`config.mk`:
```
export PLATFORM = sky130hd
export DESIGN_NAME = prs_device_flat
export DESIGN_NICKNAME = d
export VERILOG_FILES = /design/src/rtl/prs_pkg.sv /design/src/rtl/prs_link_if.sv /design/src/rtl/prs_device.sv /design/src/flat_wrapper.sv
export VERILOG_INCLUDE_DIRS = /design/src /design/src/rtl
export SDC_FILE = /design/constraint.sdc
export NUM_CORES = 1
export LEC_CHECK = 0
export BUFFER_PORTS_ARGS = -buffer_cell sky130_fd_sc_hd__buf_2
export CAP_MARGIN = 15
export CELL_PAD_IN_SITES_DETAIL_PLACEMENT = 0
export CELL_PAD_IN_SITES_GLOBAL_PLACEMENT = 1
export CORE_ASPECT_RATIO = 0.9
export CORE_MARGIN = 8
export CORE_UTILIZATION = 47
export CTS_CLUSTER_SIZE = 16
export DETAILED_ROUTE_END_ITERATION = 6
export PLACE_DENSITY_LB_ADDON = 0.1
export SYNTH_ARGS = -nofsm -noshare
export SYNTH_HDL_FRONTEND = slang
export SYNTH_SLANG_ARGS = --single-unit
```
`constraint.sdc`:
```
create_clock -name clk_sys -period 3.21 [get_ports clk_sys]
set_input_delay 0.321 -clock clk_sys [delete_from_list [all_inputs] [get_ports clk_sys]]
set_output_delay 0.321 -clock clk_sys [all_outputs]
set_load 0.02 [all_outputs]
```
`src/rtl/prs_map.svh`:
```
// Constants of the power reset sequencer: timing, masks and bit positions
`ifndef PRS_MAP_SVH
`define PRS_MAP_SVH

// ============================================================
// Clock and timing figures
`define PRS_CLK_KHZ 125000
`define PRS_RESET_HOLD_MS 50
`define PRS_SEQ_STEP_US 500
`define PRS_HOST_REL_WAIT_MS 10
`define PRS_HOST_SYS_WAIT_MS 125
`define PRS_HOST_CORE_WAIT_MS 125

// ============================================================
// Thermal comparators
`define PRS_NUM_COMP 6
`define PRS_COMP_HYST_LO 0
`define PRS_COMP_HYST_HI 1
`define PRS_ALWAYS_ON_MASK 6'h03
`define PRS_ALL_COMP_MASK 6'h3F

// ============================================================
// Power-good bit positions and reset values
`define PRS_PG_FIRST 0
`define PRS_PG_HV 1
`define PRS_PG_LV 2
`define PRS_PG_ALL 3'h7
`define PRS_DELAY_NONE 2'h0
`define PRS_LEVEL_RESET 3'h0

`endif

```
`src/rtl/prs_pkg.sv`:
```
// Types of the power reset sequencer
package prs_pkg;

  // Supply sequencer states, Gray along OFF-UP-ON-DOWN
  typedef enum logic [1:0] {
    SEQ_OFF = 2'h0,
    SEQ_UP_WAIT = 2'h1,
    SEQ_ON = 2'h3,
    SEQ_DOWN_WAIT = 2'h2
  } prs_seq_state_t;

  // Host start-up states, Gray along the boot path
  typedef enum logic [2:0] {
    HST_WAIT_REL = 3'h0,
    HST_PRE_SYS = 3'h1,
    HST_SYS_ON = 3'h3,
    HST_CORE_ON = 3'h2,
    HST_RUN = 3'h6,
    HST_FAIL = 3'h7
  } prs_host_state_t;

endpackage

```
`src/rtl/prs_link_if.sv`:
```
// Link between the sequencer device and the application processor
interface prs_link_if;
  // Device to processor
  logic resetOutN;
  logic mainBatteryFaultN;
  logic wakeup;
  logic [2:0] powerGood;
  // Processor to device
  logic resetInN;
  logic systemSupplyEnable;
  logic coreSupplyEnable;

  modport dev (
    output resetOutN,
    output mainBatteryFaultN,
    output wakeup,
    output powerGood,
    input resetInN,
    input systemSupplyEnable,
    input coreSupplyEnable
  );

  modport host (
    input resetOutN,
    input mainBatteryFaultN,
    input wakeup,
    input powerGood,
    output resetInN,
    output systemSupplyEnable,
    output coreSupplyEnable
  );
endinterface

```
`src/rtl/prs_device.sv`:
```
// Power reset sequencer, device end: reset, supplies and thermal flags
//
// Operation
// - All-flags bit powers all six comparators
// - Software sets all-flags only while reading level
// - Three-bit binary temperature level in status
// - Two comparators always on for warning
// - Thermal warning drives the wakeup output
// - Reset output held low until always-on stable
// - Reset held at least 50 ms after supply
// - Battery fault released once main power present
// - Processor enables system after both releases
// - Processor waits about 10 ms first
// - First group on, others after delay
// - Processor waits 125 ms before core enable
// - Core enable switches low-voltage regulators on
// - Processor checks power-good 125 ms later
// - Reset input low forces 50 ms reset
// - Release no sooner than 50 ms, repeat
// - Delay field selects 0, 0.5, 1, 1.5 ms
// - First group switches off last
// - Core needs system enable unless bypassed
// - Per-domain read-only power-good bits
`include "prs_map.svh"

module prs_device #(
  parameter int unsigned RESET_HOLD_CYC = `PRS_RESET_HOLD_MS * `PRS_CLK_KHZ,
  parameter int unsigned SEQ_STEP_CYC = `PRS_SEQ_STEP_US * `PRS_CLK_KHZ / 1000
) (
  // Clock and reset
  input wire logic clk_sys,
  input wire logic arst_n,
  // Link to the processor
  prs_link_if.dev link,
  // Analog status inputs, asynchronous
  input wire logic alwaysOnStable,
  input wire logic mainPowerPresent,
  input wire logic [`PRS_NUM_COMP-1:0] tempFlags,
  input wire logic [2:0] regSettled,
  // Control bits
  input wire logic allFlagsEnable,
  input wire logic bypassSystemDependency,
  input wire logic [1:0] seqDelaySel,
  input wire logic sysEnReg,
  input wire logic coreEnReg,
  // Regulator and comparator controls
  output logic [`PRS_NUM_COMP-1:0] compEnable,
  output logic firstRegulatorGroupEn,
  output logic hvSupplyEn,
  output logic lvSupplyEn,
  // Status
  output logic [2:0] tempLevel,
  output logic thermalWarning,
  output logic [2:0] powerGood
);

  // ============================================================
  // Input synchronisers
  localparam int unsigned NUM_ASYNC = `PRS_NUM_COMP + 5;
  logic [NUM_ASYNC-1:0] asyncIn;
  logic [NUM_ASYNC-1:0] syncIn;
  logic [`PRS_NUM_COMP-1:0] flagsSync;
  logic [2:0] settledSync;
  logic aonStableSync;
  logic mainPowerSync;
  assign asyncIn = {regSettled, tempFlags, mainPowerPresent, alwaysOnStable};
  assign aonStableSync = syncIn[0];
  assign mainPowerSync = syncIn[1];
  assign flagsSync = syncIn[`PRS_NUM_COMP+1:2];
  assign settledSync = syncIn[NUM_ASYNC-1:`PRS_NUM_COMP+2];
  // Three stages; a change counts once stages two and three agree
  genvar gi;
  generate
    for (gi = 0; gi < NUM_ASYNC; gi++)
    begin : g_sync
      logic s1Reg;
      logic s2Reg;
      logic s3Reg;
      logic filtReg;
      always_ff @(posedge clk_sys or negedge arst_n)
      begin
        if (!arst_n)
          {s1Reg, s2Reg, s3Reg, filtReg} <= 4'h0;
        else
        begin
          s1Reg <= asyncIn[gi];
          s2Reg <= s1Reg;
          s3Reg <= s2Reg;
          if (s2Reg == s3Reg)
            filtReg <= s3Reg;
        end
      end
      assign syncIn[gi] = filtReg;
    end
  endgenerate

  // ============================================================
  // Supply enables, pin or control bit
  logic sysActive;
  logic coreActive;
  assign sysActive = link.systemSupplyEnable | sysEnReg;
  assign coreActive = link.coreSupplyEnable | coreEnReg;

  // ============================================================
  // Processor reset output and battery fault
  logic resetOutReg;
  logic [31:0] holdCnt;
  logic battFaultReg;
  // Hold reset low; count only with stable supply and no reset request
  always_ff @(posedge clk_sys or negedge arst_n)
  begin
    if (!arst_n)
    begin
      resetOutReg <= 1'b0;
      holdCnt <= 32'h0000_0000;
    end
    else if (!aonStableSync || !link.resetInN)
    begin
      resetOutReg <= 1'b0;
      holdCnt <= 32'h0000_0000;
    end
    else if (!resetOutReg)
    begin
      if (holdCnt == RESET_HOLD_CYC - 1)
        resetOutReg <= 1'b1;
      else
        holdCnt <= holdCnt + 32'h0000_0001;
    end
  end
  // Battery fault released while main power is present
  always_ff @(posedge clk_sys or negedge arst_n)
  begin
    if (!arst_n)
      battFaultReg <= 1'b0;
    else
      battFaultReg <= mainPowerSync;
  end

  assign link.resetOutN = resetOutReg;
  assign link.mainBatteryFaultN = battFaultReg;

  // ============================================================
  // System supply sequencer
  prs_pkg::prs_seq_state_t seqState;
  logic [31:0] seqCnt;
  logic [31:0] seqLoad;
  // Gap after the first group, in half-millisecond steps
  assign seqLoad = 32'(32'(seqDelaySel) * SEQ_STEP_CYC - 1);
  always_ff @(posedge clk_sys or negedge arst_n)
  begin
    if (!arst_n)
    begin
      seqState <= prs_pkg::SEQ_OFF;
      seqCnt <= 32'h0000_0000;
    end
    else
    begin
      unique case (seqState)
        prs_pkg::SEQ_OFF:
        begin
          if (sysActive)
          begin
            seqCnt <= seqLoad;
            if (seqDelaySel == `PRS_DELAY_NONE)
              seqState <= prs_pkg::SEQ_ON;
            else
              seqState <= prs_pkg::SEQ_UP_WAIT;
          end
        end
        prs_pkg::SEQ_UP_WAIT:
        begin
          if (!sysActive)
          begin
            seqCnt <= seqLoad;
            seqState <= prs_pkg::SEQ_DOWN_WAIT;
          end
          else if (seqCnt == 32'h0000_0000)
            seqState <= prs_pkg::SEQ_ON;
          else
            seqCnt <= seqCnt - 32'h0000_0001;
        end
        prs_pkg::SEQ_ON:
        begin
          if (!sysActive)
          begin
            seqCnt <= seqLoad;
            if (seqDelaySel == `PRS_DELAY_NONE)
              seqState <= prs_pkg::SEQ_OFF;
            else
              seqState <= prs_pkg::SEQ_DOWN_WAIT;
          end
        end
        prs_pkg::SEQ_DOWN_WAIT:
        begin
          if (seqCnt == 32'h0000_0000)
            seqState <= prs_pkg::SEQ_OFF;
          else
            seqCnt <= seqCnt - 32'h0000_0001;
        end
      endcase
    end
  end

  // First group leads on the way up and trails on the way down
  assign firstRegulatorGroupEn = (seqState != prs_pkg::SEQ_OFF);
  assign hvSupplyEn = (seqState == prs_pkg::SEQ_ON);

  // Low-voltage regulators follow the core enable
  always_ff @(posedge clk_sys or negedge arst_n)
  begin
    if (!arst_n)
      lvSupplyEn <= 1'b0;
    else
      lvSupplyEn <= coreActive &
        (bypassSystemDependency | sysActive);
  end

  // Power-good only once a settled regulator is enabled
  always_ff @(posedge clk_sys or negedge arst_n)
  begin
    if (!arst_n)
      powerGood <= 3'h0;
    else
    begin
      powerGood[`PRS_PG_FIRST] <=
        firstRegulatorGroupEn & settledSync[`PRS_PG_FIRST];
      powerGood[`PRS_PG_HV] <= hvSupplyEn & settledSync[`PRS_PG_HV];
      powerGood[`PRS_PG_LV] <= lvSupplyEn & settledSync[`PRS_PG_LV];
    end
  end

  assign link.powerGood = powerGood;

  // ============================================================
  // Thermal flags
  logic [`PRS_NUM_COMP-1:0] flagsValid;
  logic [2:0] levelNext;
  // Warning pair always powered, the rest only on request
  assign compEnable = allFlagsEnable ? `PRS_ALL_COMP_MASK
                                     : `PRS_ALWAYS_ON_MASK;
  assign flagsValid = flagsSync & compEnable;
  // Level is the count of tripped comparators in the thermometer
  always_comb
  begin
    levelNext = `PRS_LEVEL_RESET;
    for (int i = 0; i < `PRS_NUM_COMP; i++)
      levelNext = levelNext + 3'(flagsValid[i]);
  end
  // Level shown only while all comparators are powered
  always_ff @(posedge clk_sys or negedge arst_n)
  begin
    if (!arst_n)
      tempLevel <= `PRS_LEVEL_RESET;
    else if (allFlagsEnable)
      tempLevel <= levelNext;
    else
      tempLevel <= `PRS_LEVEL_RESET;
  end
  // Warning sets at the high comparator, clears below the low one
  always_ff @(posedge clk_sys or negedge arst_n)
  begin
    if (!arst_n)
      thermalWarning <= 1'b0;
    else if (flagsSync[`PRS_COMP_HYST_HI])
      thermalWarning <= 1'b1;
    else if (!flagsSync[`PRS_COMP_HYST_LO])
      thermalWarning <= 1'b0;
  end
  assign link.wakeup = thermalWarning;

endmodule

```
`src/flat_wrapper.sv`:
```
// flat-port wrapper written by rule: the top's interface ports become plain ports
module prs_device_flat 
#(
  parameter int unsigned RESET_HOLD_CYC = `PRS_RESET_HOLD_MS * `PRS_CLK_KHZ,
  parameter int unsigned SEQ_STEP_CYC = `PRS_SEQ_STEP_US * `PRS_CLK_KHZ / 1000
)
  (clk_sys, arst_n, alwaysOnStable, mainPowerPresent, tempFlags, regSettled, allFlagsEnable, bypassSystemDependency, seqDelaySel, sysEnReg, coreEnReg, compEnable, firstRegulatorGroupEn, hvSupplyEn, lvSupplyEn, tempLevel, thermalWarning, powerGood, link_resetOutN, link_mainBatteryFaultN, link_wakeup, link_powerGood, link_resetInN, link_systemSupplyEnable, link_coreSupplyEnable);
  prs_link_if link_i ();
  input wire logic clk_sys;
  input wire logic arst_n;
  input wire logic alwaysOnStable;
  input wire logic mainPowerPresent;
  input wire logic [`PRS_NUM_COMP-1:0] tempFlags;
  input wire logic [2:0] regSettled;
  input wire logic allFlagsEnable;
  input wire logic bypassSystemDependency;
  input wire logic [1:0] seqDelaySel;
  input wire logic sysEnReg;
  input wire logic coreEnReg;
  output logic [`PRS_NUM_COMP-1:0] compEnable;
  output logic firstRegulatorGroupEn;
  output logic hvSupplyEn;
  output logic lvSupplyEn;
  output logic [2:0] tempLevel;
  output logic thermalWarning;
  output logic [2:0] powerGood;
  output wire logic [$bits(link_i.resetOutN)-1:0] link_resetOutN;
  output wire logic [$bits(link_i.mainBatteryFaultN)-1:0] link_mainBatteryFaultN;
  output wire logic [$bits(link_i.wakeup)-1:0] link_wakeup;
  output wire logic [$bits(link_i.powerGood)-1:0] link_powerGood;
  input wire logic [$bits(link_i.resetInN)-1:0] link_resetInN;
  input wire logic [$bits(link_i.systemSupplyEnable)-1:0] link_systemSupplyEnable;
  input wire logic [$bits(link_i.coreSupplyEnable)-1:0] link_coreSupplyEnable;
  assign link_resetOutN = link_i.resetOutN;
  assign link_mainBatteryFaultN = link_i.mainBatteryFaultN;
  assign link_wakeup = link_i.wakeup;
  assign link_powerGood = link_i.powerGood;
  assign link_i.resetInN = link_resetInN;
  assign link_i.systemSupplyEnable = link_systemSupplyEnable;
  assign link_i.coreSupplyEnable = link_coreSupplyEnable;
  prs_device #(.RESET_HOLD_CYC(RESET_HOLD_CYC), .SEQ_STEP_CYC(SEQ_STEP_CYC)) u_core (.clk_sys(clk_sys), .arst_n(arst_n), .link(link_i), .alwaysOnStable(alwaysOnStable), .mainPowerPresent(mainPowerPresent), .tempFlags(tempFlags), .regSettled(regSettled), .allFlagsEnable(allFlagsEnable), .bypassSystemDependency(bypassSystemDependency), .seqDelaySel(seqDelaySel), .sysEnReg(sysEnReg), .coreEnReg(coreEnReg), .compEnable(compEnable), .firstRegulatorGroupEn(firstRegulatorGroupEn), .hvSupplyEn(hvSupplyEn), .lvSupplyEn(lvSupplyEn), .tempLevel(tempLevel), .thermalWarning(thermalWarning), .powerGood(powerGood));
endmodule
```
# ---- Word level (Yosys, flattened, before mapping)
# Cells that the tools add are included.
dict set report totals {
  input_bits 22
  word_cells 125
  regBits 120
  out_inout_bits 22
}
dict set report classes {
  bitwise_logic 8
  add_sub_neg 8
  muxes 23
  reduce_logical 10
  eq_ne 22
  multipliers 1
}
# op n
set ops {}
lappend ops {{$mux 32} 7}
lappend ops {{$pmux 32 s4} 1}
lappend ops {{$add 32x1->32 const B} 1}
lappend ops {{$eq 32x23->1 const B} 1}
lappend ops {{$logic_not 32->1} 1}
lappend ops {{$sub 32x1->32 const B} 1}
lappend ops {{$sub 18x1->19 const B} 1}
lappend ops {{$mul 2x14->16 const B} 1}
lappend ops {{$mux 2} 7}
lappend ops {{$add 3x1->3} 4}
lappend ops {{$eq 1x1->1} 11}
lappend ops {{$pmux 2 s4} 1}
lappend ops {{$and 6x6->6} 1}
lappend ops {{$mux 6} 1}
lappend ops {{$ne 2x1->1 const B} 3}
lappend ops {{$ne 2x2->1 const B} 3}
lappend ops {{$mux 1} 5}
lappend ops {{$and 1x1->1} 4}
lappend ops {{$eq 2x2->1 const B} 2}
lappend ops {{$logic_not 2->1} 2}
lappend ops {{$reduce_and 2->1} 2}
lappend ops {{$reduce_and 4->1} 1}
lappend ops {{$mux 3} 1}
lappend ops {{$ne 3x3->1 const B} 1}
lappend ops {{6 further kinds} 9}

# ---- Logic depth before layout (Yosys ltp)
# Gate-level depths: netlist of run 1.
dict set report depth {
  ltp_word 8
  depth_mapped 10
  depth_no_buf 8
}

# ---- Worst setup path after synthesis of run 1
# OpenSTA, ideal clock, no wires.
dict set report synth_path {
  path_kind {register to register}
  startpoint {reg u_core.seqCnt[16]}
  endpoint {reg u_core.seqCnt[6]}
  slack_ns 0.784
  t_required_ns 3.086
  path_buffers 2
  path_stages_with_launch 8
  arrival_time_ns 2.302
  path_cell_list {dfrtp_1 -> or4_1 -> buf_2 -> or4_4 -> nor4_4 -> buf_6 -> nor3_1 -> a211o_1}
}
dict set report synth_via {
  elab_chain_cells 4
}
# item line
set synth_rtl {}
lappend synth_rtl {{start: declaration} prs_device.sv:145} ;# logic [31:0] seqCnt;
lappend synth_rtl {{start signal: assignment} prs_device.sv:163} ;# seqCnt <= seqLoad;
lappend synth_rtl {{start signal: assignment} prs_device.sv:174} ;# seqCnt <= seqLoad;
lappend synth_rtl {{start signal: assignment} prs_device.sv:180} ;# seqCnt <= seqCnt - 32'h0000_0001;
lappend synth_rtl {{$logic_not 32->1 (*)} {prs_device.sv:177, prs_device.sv:195}}
lappend synth_rtl {{$mux 32 (*)} --}
lappend synth_rtl {{$mux 32} --}
lappend synth_rtl {{$pmux 32 s4 (*)} --}
# Every way passes the cells marked *; elsewhere a longest branch is shown, timed or not.
# A chain may end at the register's enable or synchronous reset.

# ---- Final worst setup path of run 1
dict set report layout_path {
  startpoint {reg u_core.seqCnt[16]}
  endpoint {reg u_core.seqState[1]}
}
dict set report layout_via {
  elab_chain_cells 3
}
# item line
set layout_rtl {}
lappend layout_rtl {{$logic_not 32->1 (*)} {prs_device.sv:177, prs_device.sv:195}}
lappend layout_rtl {{$ne 3x3->1 (no line) or $ne 2x1->1 (tied branches)} --}
lappend layout_rtl {{$reduce_and 4->1 (no line) (*)} --}
lappend layout_rtl {{end signal: assignment} prs_device.sv:175} ;# seqState <= prs_pkg::SEQ_DOWN_WAIT;
lappend layout_rtl {{end signal: assignment} prs_device.sv:178} ;# seqState <= prs_pkg::SEQ_ON;
lappend layout_rtl {{end signal: assignment} prs_device.sv:196} ;# seqState <= prs_pkg::SEQ_OFF;
lappend layout_rtl {{end: declaration} prs_device.sv:144} ;# prs_pkg::prs_seq_state_t seqState;
# Marked as above.

==> results of run 1 <==
[routing by layer]
metal	track usage	vias to the layer above	wire length, um
li1	-	2239	-
met1	0.230	2321	6510
met2	0.275	102	6450
met3	0.0491	16	606
met4	0.0652	0	179
met5	0	-	0
[worst reg2reg max path, stage by stage, from the launching register on]
cell and delay (ps):
dfrtp_1 430, or4_1 700, or4_4 520, nor4_4 500
o21ai_0 280, o21ai_0 230, o31ai_1 110
[per-stage QoR]
step                      area [um2]  hold slack, ps  instances  setup slack (ps)  total power, W
after floorplan                 5960            25.4        590               784         0.00351
after global placement          6330             332        778               459         0.00409
final                           7000            17.6        818               321         0.00602
after global routing            7000            1.52        818               155         0.00640
after detailed placement        6330             335        778               404         0.00412
after CTS                       6970            1.18        815               346         0.00604
[timing repair]
item,4_1_cts,5_1_grt
buffers inserted,0,0
resized for setup,0,0
endpoints found under the hold margin,56,3
hold buffers,5,3
[area by class of cell]
cell class	instances	share of cell area
flip-flops and latches	120	0.429
multi-input cells	421	0.390
clock buffers	19	0.0633
repair buffers	65	0.0583
well taps	164	0.0293
clock inverters	13	0.0207
inverters	16	0.00859
[state kept, by name, summed over array words and instances (netlist names), 2 cells and up]
register	cells
u_core.g_sync.filtReg	10
u_core.g_sync.s1Reg	11
u_core.g_sync.s2Reg	11
u_core.g_sync.s3Reg	11
u_core.holdCnt	32
u_core.link.powerGood	3
u_core.seqCnt	32
u_core.seqState	2
u_core.tempLevel	3
[layout by cell type, fill, tap and decap left out, types with 11 or more instances in the layout]
master     instances
clkbuf_16         17
o21ai_0           32
nand4_1           18
xnor2_1           18
a21oi_1           23
buf_4             17
inv_1             16
dfrtp_1          120
ha_1              14
nor3_1            31
xor2_1            15
maj3_1            11
nor2_1            65
nand3_1           15
nor4_1            21
buf_2             40
nand2_1           33
[power groups by stage]
stage / registers (W) / logic [W] / clock network [W]
after detailed placement: 0.00203 / 0.00209 / 0
final: 0.00202 / 0.00213 / 0.00188
after floorplan: 0.00200 / 0.00151 / 0
after CTS: 0.00201 / 0.00211 / 0.00192
after global routing: 0.00206 / 0.00236 / 0.00199
after global placement: 0.00202 / 0.00206 / 0
[cells by family after synthesis]
kind of cell | synth area share
other | 0.000630
AO/OA/AOI/OAI | 0.122
buffers and inverters | 0.0391
multiplexers | 0.00336
AND/OR/NAND/NOR | 0.224
flip-flops | 0.504
adder cells (fa/ha/maj) | 0.0580
XOR/XNOR | 0.0486
[worst paths after layout]
path                                                        from                               end  slack, ps  cells past startpoint
worst min register to register  u_core.g_sync[6].s1Reg$_DFF_PN0_  u_core.g_sync[6].s2Reg$_DFF_PN0_        350                      0
min in group asynchronous                                 arst_n  u_core.g_sync[3].s3Reg$_DFF_PN0_        500                      2
worst min-delay path                                tempFlags[5]  u_core.g_sync[7].s1Reg$_DFF_PN0_         20                      1
worst max-delay path               u_core.seqCnt[16]$_DFFE_PN0P_    u_core.seqState[1]$_DFFE_PN0P_        320                      6
max in group asynchronous                                 arst_n     u_core.seqCnt[29]$_DFFE_PN0P_       1900                      3
worst max register to register     u_core.seqCnt[16]$_DFFE_PN0P_    u_core.seqState[1]$_DFFE_PN0P_        320                      6
==> results.md, run 1 <==
- The flow ran to the end, and the final reports show no timing, DRC or antenna violations.
- In the final layout, the share of cells above drive strength 1 is 0.162.
- The top-area cell type share of the netlist area is 0.504.
- The clock latency at the later pin of the worst-skew pair is 410 ps.
- For the pin with the worst max-slew slack, the measured transition is between 1000 and 1500 ps.
- The post-layout minimum cycle time is 2890 ps.
- The TritonCTS clock tree is yes.
- The power density normalized to cell area is between 800 and 900 nW/um2.
- Measured along the x axis, the die boundary spans approximately 130 um.
- The most instantiated library cell after synthesis is dfrtp_1.
- The final count of pins violating max slew is 0.
- The vertical die dimension is around 120 um.
- The placeable core region is 12500 um2.
- The kind of capture point of the worst setup path is a register.
- The count of boundary I/O pins is 44.
- The number of I/O port buffers is 41.
- The number of flops mapped to enable cells by yosys is 0.
- In the synthesized netlist the async set-or-reset flop fraction comes to 1.00.
- Sorting the synthesized cells by how often they occur yields dfrtp_1 (120), nor2_1 (65), nand2_1 (33).
- The layout overhead on the synthesized area is 17.5%.
- Across the whole layout, storage elements account for 3000 um2.
- The share of power burned in combinational logic is 0.353.
- The power spent charging and discharging nets is around 0.0023 W.
- The internal power of the cells is 0.00374 W.
- The post-route antenna net violation count is 0.
- In the synthesized netlist the dominant register cell turns out to be dfrtp_1.
- Summing all multi-input logic gate instances after layout gives 2730 um2.
- At the end of the flow the core is filled with cells to 0.558.
- By area the synthesized netlist is led by dfrtp_1 (50%), nor2_1 (4.1%), ha_1 (2.9%).
- For this design, the sink count on the clock tree is 120.
- Summed over all instances, the cell type with the most area after synthesis is dfrtp_1.
- For this run, the register share of the synthesized area comes to 0.504.
- The netlist area before placement is 5950 um2.
- The worst clock skew is about 6.2 ps.
- The first routing iteration left 360 violations.
- The total track usage is 0.176.
- The delay contributed by the slowest stage of the critical path is 700 ps.
- Of the total power, registers draw 0.335.
- The detail-routed net length per standard cell is ~17 um.
- Dividing the synthesized area by the synthesized cell count gives between 10 and 15 um2.
- The synthesized netlist contains 69 unique library cells.
- The cell that appears most often on the critical path is o21ai_0.
- The via count normalized by instance count is 5.72.
- The final estimated routing congestion in global placement is 0.922.
- The routed layout has 4678 vias.
- The signal on the critical path passes through or4_1 -> or4_4 -> nor4_4 -> o21ai_0 -> o21ai_0 -> o31ai_1.
- TritonCTS created 17 clock buffers.
- Of the total power, the share spent switching nets is 0.378.
- The cell type group with the largest total delay on the critical path is simple AND/OR/NAND/NOR gates.
- The net count of the finished layout is 680.
- The global-route wire length before repair is 23100 um.
- Setup repair after global routing left no endpoint under its margin.
- The die covers 16500 um2.
- Of the total power, the clock network draws 0.311.
- The max-capacitance violation count is 0.
- The root buffer cell chosen for the clock tree is clkbuf_16.
- No sink is reached through more buffers than the 2 on the longest clock path.
- The final number of hold-violating endpoints is 0.
- The number of buffer and inverter stages on the critical path is 0.
- In this run the worst path has a maximum fanout of 7.
- The worst-path cell with the longest stage delay is or4_1.
- The antenna diode instance count is 0.
- In this run the tightest slew margin relative to its limit is 0.268.
- The maximum achievable frequency is 346 MHz.
- Fill cells in the final layout number 1106.
- For this run the aggregate overflow at the end of global routing stands at 0.
- The highest ir drop seen on vdd is ~0.00045 V.
- The row count is 39.
- The via count of the first global-routing pass is 4625.
- The register bit count reported by yosys is 120.
- In the finished design, the share of the clock period the worst path needs comes to 0.900.
- For this run, the detailed router's first-pass iteration total came to 5.
- The number of setup violations in the final report is 0.
- The effective utilization at floorplan is 0.475.
- The initial antenna violation count was 0.
- By startpoint and endpoint, the worst setup path is classified as register to register.
- The post-detailed-route DRC marker count is 0.
- The critical path required time is 3490 ps.
- After clock tree synthesis, the clock-pin slew on the worst setup and hold paths is 60 ps.
- The setup total negative slack is 0 ps.
- The maximum level of the CTS H-tree is 4.
- Summed over all layers, the routed wires come to 13700 um.
- The number of cells produced by synthesis is 589.
- The path type of the worst min-delay path is input pin to register.
- The critical path arrival is 3170 ps.
- The maximum number of pins on one net before global-route repair is 56.
- For this design the static power due to leakage is 2.97 nW.
- The count of synthesis-stage warnings from yosys is 0.
- STA classifies the critical path startpoint as a register.
- Detailed placement ended at an HPWL of 9250 um.
Note: power is estimated with default switching activity, not from simulation.
==> inputs of run 2 (changes only) <==
--- a/config.mk
+++ b/config.mk
@@ -6,15 +6,15 @@
 export SDC_FILE = /design/constraint.sdc
 export NUM_CORES = 1
 export LEC_CHECK = 0
-export BUFFER_PORTS_ARGS = -buffer_cell sky130_fd_sc_hd__buf_2
 export CAP_MARGIN = 15
 export CELL_PAD_IN_SITES_DETAIL_PLACEMENT = 0
 export CELL_PAD_IN_SITES_GLOBAL_PLACEMENT = 1
 export CORE_ASPECT_RATIO = 0.9
 export CORE_MARGIN = 8
-export CORE_UTILIZATION = 47
+export CORE_UTILIZATION = 50
 export CTS_CLUSTER_SIZE = 16
 export DETAILED_ROUTE_END_ITERATION = 6
+export DONT_BUFFER_PORTS = 1
 export PLACE_DENSITY_LB_ADDON = 0.1
 export SYNTH_ARGS = -nofsm -noshare
 export SYNTH_HDL_FRONTEND = slang
==> results.md, run 2 (same netlist as run 1, synthesis figures left out) <==
- The clock net sink count is 120 (unchanged).
- The post-route fraction of the period consumed by the critical path came to 0.857 (-0.0430).
- The post-detailed-route DRC marker count is 0 (unchanged).
- The share of layout cells above drive strength 1 is 0.106 (-0.0566).
- The worst hold slack is 52.2 ps (+34.7 ps).
- The critical path arrival is 3030 ps (-140 ps).
- The worst slew margin relative to its limit is 0.470 (+0.202).
- In this design, the largest share of critical-path delay is due to simple AND/OR/NAND/NOR gates.
- The worst-path cell with the longest stage delay is or4_1.
- The layout overhead on the synthesized area is 14.7%.
- The tree is rooted in a clkbuf_16.
- The path with the worst hold slack has its endpoint at u_core.lvSupplyEn$_DFF_PN0_.
- The post-route antenna net violation count came to 0 (unchanged).
- The sum of overflow across all layers after global routing is 0 (unchanged).
- The total track usage came to 0.185 (+0.00899).
- The library cells used most frequently in the layout, excluding fill and tap cells, are dfrtp_1 (120), nor2_1 (65), nand2_1 (33).
- The power density normalized to cell area was 865 nW/um2 (+0.40%).
- The overall die width is 131 um (-2.7%).
- Counting stages on the worst path, the most repeated cell is o21ai_0.
- The number of inserted filler cells in the final layout is 981 (-11%).
- The path type of the worst min-delay path is input pin to register.
- The via count of the first global-routing pass came to 4622 (-0.065%).
- The leakage power of the design is 2.82 nW (-5.1%).
- The largest registers in the layout are u_core.holdCnt (32), u_core.seqCnt (32).
- The most common cell after layout, fill and taps aside is dfrtp_1.
- The number of buffers between clock root and the deepest sink is 2 (unchanged).
- The critical path required time was 3490 ps (about the same).
- The initial antenna violation count came to 0 (unchanged).
- The maximum level of the CTS H-tree is 4 (unchanged).
- The net total in the final layout was 643 (-5.4%).
- The critical path goes through or4_1 -> or4_4 -> nor4_4 -> buf_4 -> o21ai_0 -> o21ai_0 -> o31ai_1.
- The worst setup path is of the register to register kind.
- The area used by multi-input combinational logic is 2730 um2 (unchanged).
- The number of CTS-inserted buffers is 17 (unchanged).
- The detail-routed net length per standard cell is 17.8 um (+5.7%).
- The worst clock skew is 10.6 ps (+4.36 ps).
- The delay contributed by the slowest stage of the critical path is 700 ps (about the same).
- STA classifies the critical path startpoint as a register.
- The maximum fanout along the worst path is 12 (+5).
- The placeable core region came to 11500 um2 (-8.1%).
- The count of cells resized by post-cts repair is 0 (unchanged).
- The startpoint identified for the worst register-to-register timing path is u_core.seqCnt[16]$_DFFE_PN0P_.
- The register clock-pin slew on the reported worst setup and hold paths is 50 ps (about the same).
- In this run the most critical hold path is launched from link_coreSupplyEnable.
- The post-layout minimum cycle time is 2750 ps (-138 ps).
- The max-capacitance violation count is 0 (unchanged).
- The setup total negative slack is 0 ps (unchanged).
- The number of I/O port buffers was 0 (-100%).
- The detailed-router iteration count before antenna repair is 5 (unchanged).
- The worst reg2reg path depth was 7 (+1).
- The number of buffer and inverter stages on the critical path is 1 (+1).
- The row count is 37 (-5.1%).
- The detailed router's first-iteration violation count was 306 (-15%).
- The die area was 15700 um2 (-5.3%).
- The highest ir drop seen on vdd came to 0.000660 V (+48%).
- The kind of capture point of the worst setup path is a register.
- The hold path depth is 1 (unchanged).
- The total via count after detailed routing was 4563 (-2.5%).
- The effective utilization at floorplan came to 0.516 (+0.0417).
- TritonCTS built the clock tree.
- Setup repair after global routing left no endpoint under its margin.
- The maximum number of pins on one net before global-route repair is 121 (+120%).
- The global-route wire length before repair came to 23300 um (+0.63%).
- The final estimated routing congestion in global placement came to 0.876 (-4.9%).
- The total power consumption of the routed design is 0.00590 W (-2.0%).
- The maximum achievable frequency is 364 MHz (+5.0%).
- The run finished with clean final reports.
- The antenna diode instance count is 0 (unchanged).
- The storage element area was 3000 um2 (unchanged).
- The final count of pins violating max slew was 0 (unchanged).
- The worst-case register-to-register setup slack was 460 ps (+140 ps).
- The via count normalized by instance count is 5.91 (+3.4%).
- The count of boundary I/O pins is 44 (unchanged).
- The post-detailed-placement half-perimeter wirelength is 8950 um (-3.3%).
- The total length of routed wires was 13700 um (-0.26%).
- The final number of hold-violating endpoints was 0 (unchanged).
- The buffer count from post-CTS setup fixing was 0 (unchanged).
- The clock latency at the later pin of the worst-skew pair is 410 ps (about the same).
- The number of setup violations in the final report is 0 (unchanged).
- The vertical die dimension came to 120 um (-2.7%).
- The slew at the pin closest to its max-slew limit came to 795 ps (-300 ps).
- The worst reg2reg path endpoint is u_core.seqState[1]$_DFFE_PN0P_.
==> run 2: power by group <==
part           total [W]  leakage [nW]  internal, W  switching [W]
combinational    0.00202          1.03     0.000782        0.00124
clock            0.00182         0.272      0.00111       0.000708
sequential       0.00207          1.51      0.00176       0.000304
==> run 2: layout make-up <==
cell class	count	area share
flip-flops and latches	120	0.440
multi-input cells	421	0.400
clock buffers	19	0.0663
repair buffers	28	0.0392
well taps	156	0.0286
clock inverters	12	0.0174
inverters	16	0.00879
==> run 2: worst reg2reg max path: cells and delay by family (launching register included) <==
family,cells,cell delay (ps)
buffers and inverters,1,230
AOI/OAI and AO/OA,3,490
and+or+nand+nor,3,1480
DFF,1,440
==> run 2: repair_timing <==
item / 4_1_cts / 5_1_grt
hold buffers: 13 / 0
hold endpoints to repair: 131 / 0
setup endpoints to repair: 0 / 0
==> run 2: metrics by stage <==
| stage | utilization | instance area (um2) | instances | setup WS (ps) |
|---|---|---|---|---|
| after floorplan | - | 5960 | 590 | 784 |
| after global placement | 0.529 | 6090 | 727 | 555 |
| after detailed placement | 0.529 | 6090 | 727 | 496 |
| after CTS | 0.591 | 6810 | 771 | 429 |
| after global routing | 0.592 | 6830 | 772 | 314 |
| final | 0.592 | 6830 | 772 | 459 |
==> run 2: worst max path at each step <==
| stage | slack [ps] | cells past startpoint | to | from |
|---|---|---|---|---|
| floorplan | 780 | 7 | u_core.seqCnt[6]$_DFFE_PN0P_ | u_core.seqCnt[16]$_DFFE_PN0P_ |
| global placement | 550 | 7 | u_core.seqState[1]$_DFFE_PN0P_ | u_core.seqCnt[16]$_DFFE_PN0P_ |
| detailed placement | 500 | 7 | u_core.seqState[1]$_DFFE_PN0P_ | u_core.seqCnt[16]$_DFFE_PN0P_ |
| CTS | 430 | 7 | u_core.seqState[1]$_DFFE_PN0P_ | u_core.seqCnt[16]$_DFFE_PN0P_ |
| global route | 310 | 8 | u_core.seqCnt[7]$_DFFE_PN0P_ | u_core.seqState[1]$_DFFE_PN0P_ |
| finish | 460 | 7 | u_core.seqState[1]$_DFFE_PN0P_ | u_core.seqCnt[16]$_DFFE_PN0P_ |
==> run 2: routing by layer <==
| layer | global-route usage | part of all wire | routed length (um) | up-vias |
|---|---|---|---|---|
| met5 | 0 | 0 | 0 | - |
| met4 | 0.0566 | 0.0077 | 106 | 0 |
| met3 | 0.0474 | 0.044 | 604 | 10 |
| met2 | 0.290 | 0.49 | 6660 | 109 |
| met1 | 0.246 | 0.46 | 6340 | 2284 |
| li1 | - | - | - | 2160 |
==> inputs of run 3 (changes only) <==
--- a/config.mk
+++ b/config.mk
@@ -12,6 +12,7 @@
 export CORE_ASPECT_RATIO = 0.9
 export CORE_MARGIN = 8
 export CORE_UTILIZATION = 50
+export CTS_BUF_LIST = sky130_fd_sc_hd__clkbuf_16
 export CTS_CLUSTER_SIZE = 16
 export DETAILED_ROUTE_END_ITERATION = 6
 export DONT_BUFFER_PORTS = 1
==> results.md, run 3 (same netlist as run 1, synthesis figures left out) <==
- The share of layout cells above drive strength 1 came to 0.102 (-0.00325).
- The vertical die dimension is 120 um (unchanged).
- The worst-case register-to-register setup slack was 440 ps (-20 ps).
- The maximum achievable frequency is 361 MHz (-0.80%).
- The final count of pins violating max slew came to 0 (unchanged).
- The post-layout minimum cycle time came to 2770 ps (+22.3 ps).
- The post-layout worst setup margin was 437 ps (-22.3 ps).
- Clock tree synthesis selected as its root buffer the cell clkbuf_16.
- The clock share of power is 0.302 (-0.006).
- The number of I/O port buffers came to 0 (unchanged).
- The area growth from synthesis to layout is 14.4%.
- The power density normalized to cell area came to 860 nW/um2 (-0.51%).
- The library cell used most frequently in the layout, excluding fill and tap cells, is dfrtp_1.
- The internal power of the cells is 0.00361 W (-1.3%).
- The worst slew margin relative to its limit is 0.480 (+0.0101).
- In this run the worst hold path is classified as input pin to register.
- The maximum level of the CTS H-tree came to 4 (unchanged).
- The maximum fanout along the worst path was 9 (-3).
- The buffer count from post-CTS setup fixing is 0 (unchanged).
- The critical path arrival was 3070 ps (+40 ps).
- The detailed-router iteration count before antenna repair is 4 (-1).
- The net total in the final layout is 643 (unchanged).
- The critical path required time is 3510 ps (+20 ps).
- The total track usage is 0.185 (-0.000188).
- The worst clock skew is 8.42 ps (-2.16 ps).
- The die area is 15700 um2 (unchanged).
- The flow ran to the end, and the final reports show no timing, DRC or antenna violations.
- The total length of routed wires was 13700 um (-0.10%).
- The launch instance of the worst register-to-register path is u_core.seqCnt[0]$_DFFE_PN0P_.
- The cell area after placement was 6090 um2 (unchanged).
- The via count of the first global-routing pass was 4615 (-0.15%).
- The worst setup path is captured at a register.
- The detailed router's first-iteration violation count is 335 (+9.5%).
- The via count normalized by instance count is 5.91 (about the same).
- The number of setup violations in the final report is 0 (unchanged).
- The post-route antenna net violation count came to 0 (unchanged).
- The highest ir drop seen on vdd is 0.000659 V (-0.16%).
- The share of power burned in combinational logic is 0.345 (+0.003).
- The setup total negative slack came to 0 ps (unchanged).
- The minimum setup slack after placement is 496 ps (unchanged).
- The worst reg2reg path depth came to 9 (+2).
- The final number of hold-violating endpoints is 0 (unchanged).
- The global-route wire length before repair is 23300 um (-0.15%).
- The clock net sink count came to 120 (unchanged).
- The cell area after layout is 6810 um2 (-0.29%).
- The effective utilization at floorplan came to 0.516 (unchanged).
- The number of CTS-inserted buffers is 17 (unchanged).
- The clock latency at the later pin of the worst-skew pair is 410 ps (about the same).
- The slew at the pin closest to its max-slew limit is 780 ps (-15.1 ps).
- The maximum number of pins on one net before global-route repair was 121 (unchanged).
- The post-route fraction of the period consumed by the critical path is 0.864 (+0.00694).
- The critical path startpoint is u_core.seqCnt[0]$_DFFE_PN0P_.
- TritonCTS built the clock tree.
- The worst reg2reg path endpoint is u_core.seqCnt[27]$_DFFE_PN0P_.
- The total via count after detailed routing is 4565 (+0.044%).
- The count of boundary I/O pins was 44 (unchanged).
- The count of cells resized by post-cts repair is 0 (unchanged).
- In the layout the commonest cells are dfrtp_1 (120), nor2_1 (65), nand2_1 (33).
- The row count is 37 (unchanged).
- The category of the most critical setup path is register to register.
- The register clock-pin slew on the reported worst setup and hold paths was 60 ps (about the same).
- The power spent charging and discharging nets is 0.00225 W (about the same).
- The switching part of the total was 0.384 (+0.00320).
- The sum of overflow across all layers after global routing is 0 (unchanged).
- The number of buffers between clock root and the deepest sink came to 2 (unchanged).
- The detail-routed net length per standard cell was 17.7 um (-0.10%).
- The part of the total power dissipated in sequential elements is 0.353 (+0.003).
- The final estimated routing congestion in global placement is 0.876 (unchanged).
- The leakage power of the design is 2.81 nW (-0.40%).
- The post-detailed-route DRC marker count came to 0 (unchanged).
- The overall die width is 131 um (unchanged).
- Setup repair after global routing left no endpoint under its margin.
- The critical path ends at u_core.seqCnt[27]$_DFFE_PN0P_.
- The antenna diode instance count is 0 (unchanged).
- The max-capacitance violation count is 0 (unchanged).
- The placeable core region came to 11500 um2 (unchanged).
- The post-detailed-placement half-perimeter wirelength is 8950 um (unchanged).
- The initial antenna violation count is 0 (unchanged).
- The worst setup path is launched from a register.
- In the final layout, the registers with the most flip-flops are u_core.holdCnt (32), u_core.seqCnt (32).
[run 3: how the worst min path moves through the flow]
| stage | start | to | slack, ps | depth (start not counted) |
|---|---|---|---|---|
| after CTS | link_coreSupplyEnable | u_core.lvSupplyEn$_DFF_PN0_ | 30 | 1 |
| final | link_coreSupplyEnable | u_core.lvSupplyEn$_DFF_PN0_ | 50 | 1 |
| after floorplan | arst_n | u_core.aonStableSync$_DFFE_PN0N_ | 30 | 0 |
| after global routing | link_coreSupplyEnable | u_core.lvSupplyEn$_DFF_PN0_ | 50 | 1 |
| after global placement | arst_n | u_core.link.wakeup$_DFFE_PN0P_ | 30 | 0 |
| after detailed placement | arst_n | u_core.link.wakeup$_DFFE_PN0P_ | 30 | 0 |
[run 3: routing by layer]
metal / part of all wire / routed length (um) / track usage
met1: 0.47 / 6390 / 0.247
met2: 0.48 / 6600 / 0.289
met3: 0.042 / 576 / 0.0469
met4: 0.0093 / 127 / 0.0566
met5: 0 / 0 / 0
[run 3: area by class of cell]
cell class / count / area, um2
Fill cell: 984 / 4720
Clock inverter: 14 / 126
Sequential cell: 120 / 3000
Tap cell: 156 / 195
Inverter: 16 / 60.1
Multi-Input combinational cell: 421 / 2730
Clock buffer: 17 / 425
Timing Repair Buffer: 28 / 268
[run 3: what timing repair did]
action,4_1_cts,5_1_grt
endpoints found under the hold margin,131,0
hold buffers,13,0
setup endpoints to repair,0,0
[run 3: power groups by stage]
stage	logic, W	clock network (W)	registers [W]
floorplan	0.00151	0	0.00200
global placement	0.00191	0	0.00207
detailed placement	0.00195	0	0.00208
CTS	0.00201	0.00181	0.00206
global route	0.00225	0.00188	0.00210
finish	0.00202	0.00177	0.00207
[run 3: stage by stage]
step / cells / hold slack [ps] / power (W) / util
after floorplan: 590 / 25.4 / 0.00351 / -
after global placement: 727 / 28.6 / 0.00399 / 0.529
after detailed placement: 727 / 29.4 / 0.00403 / 0.529
after CTS: 771 / 34.4 / 0.00588 / 0.589
after global routing: 772 / 49.8 / 0.00623 / 0.591
final: 772 / 49.1 / 0.00586 / 0.591
[run 3: critical path, cell delays in order (launching register included)]
cell	delay (ps)
dfrtp_1	420
inv_1	80
ha_1	230
nor3b_1	150
buf_4	160
and2_0	290
and4_1	310
nor2_1	530
a221oi_1	190
a311oi_1	310
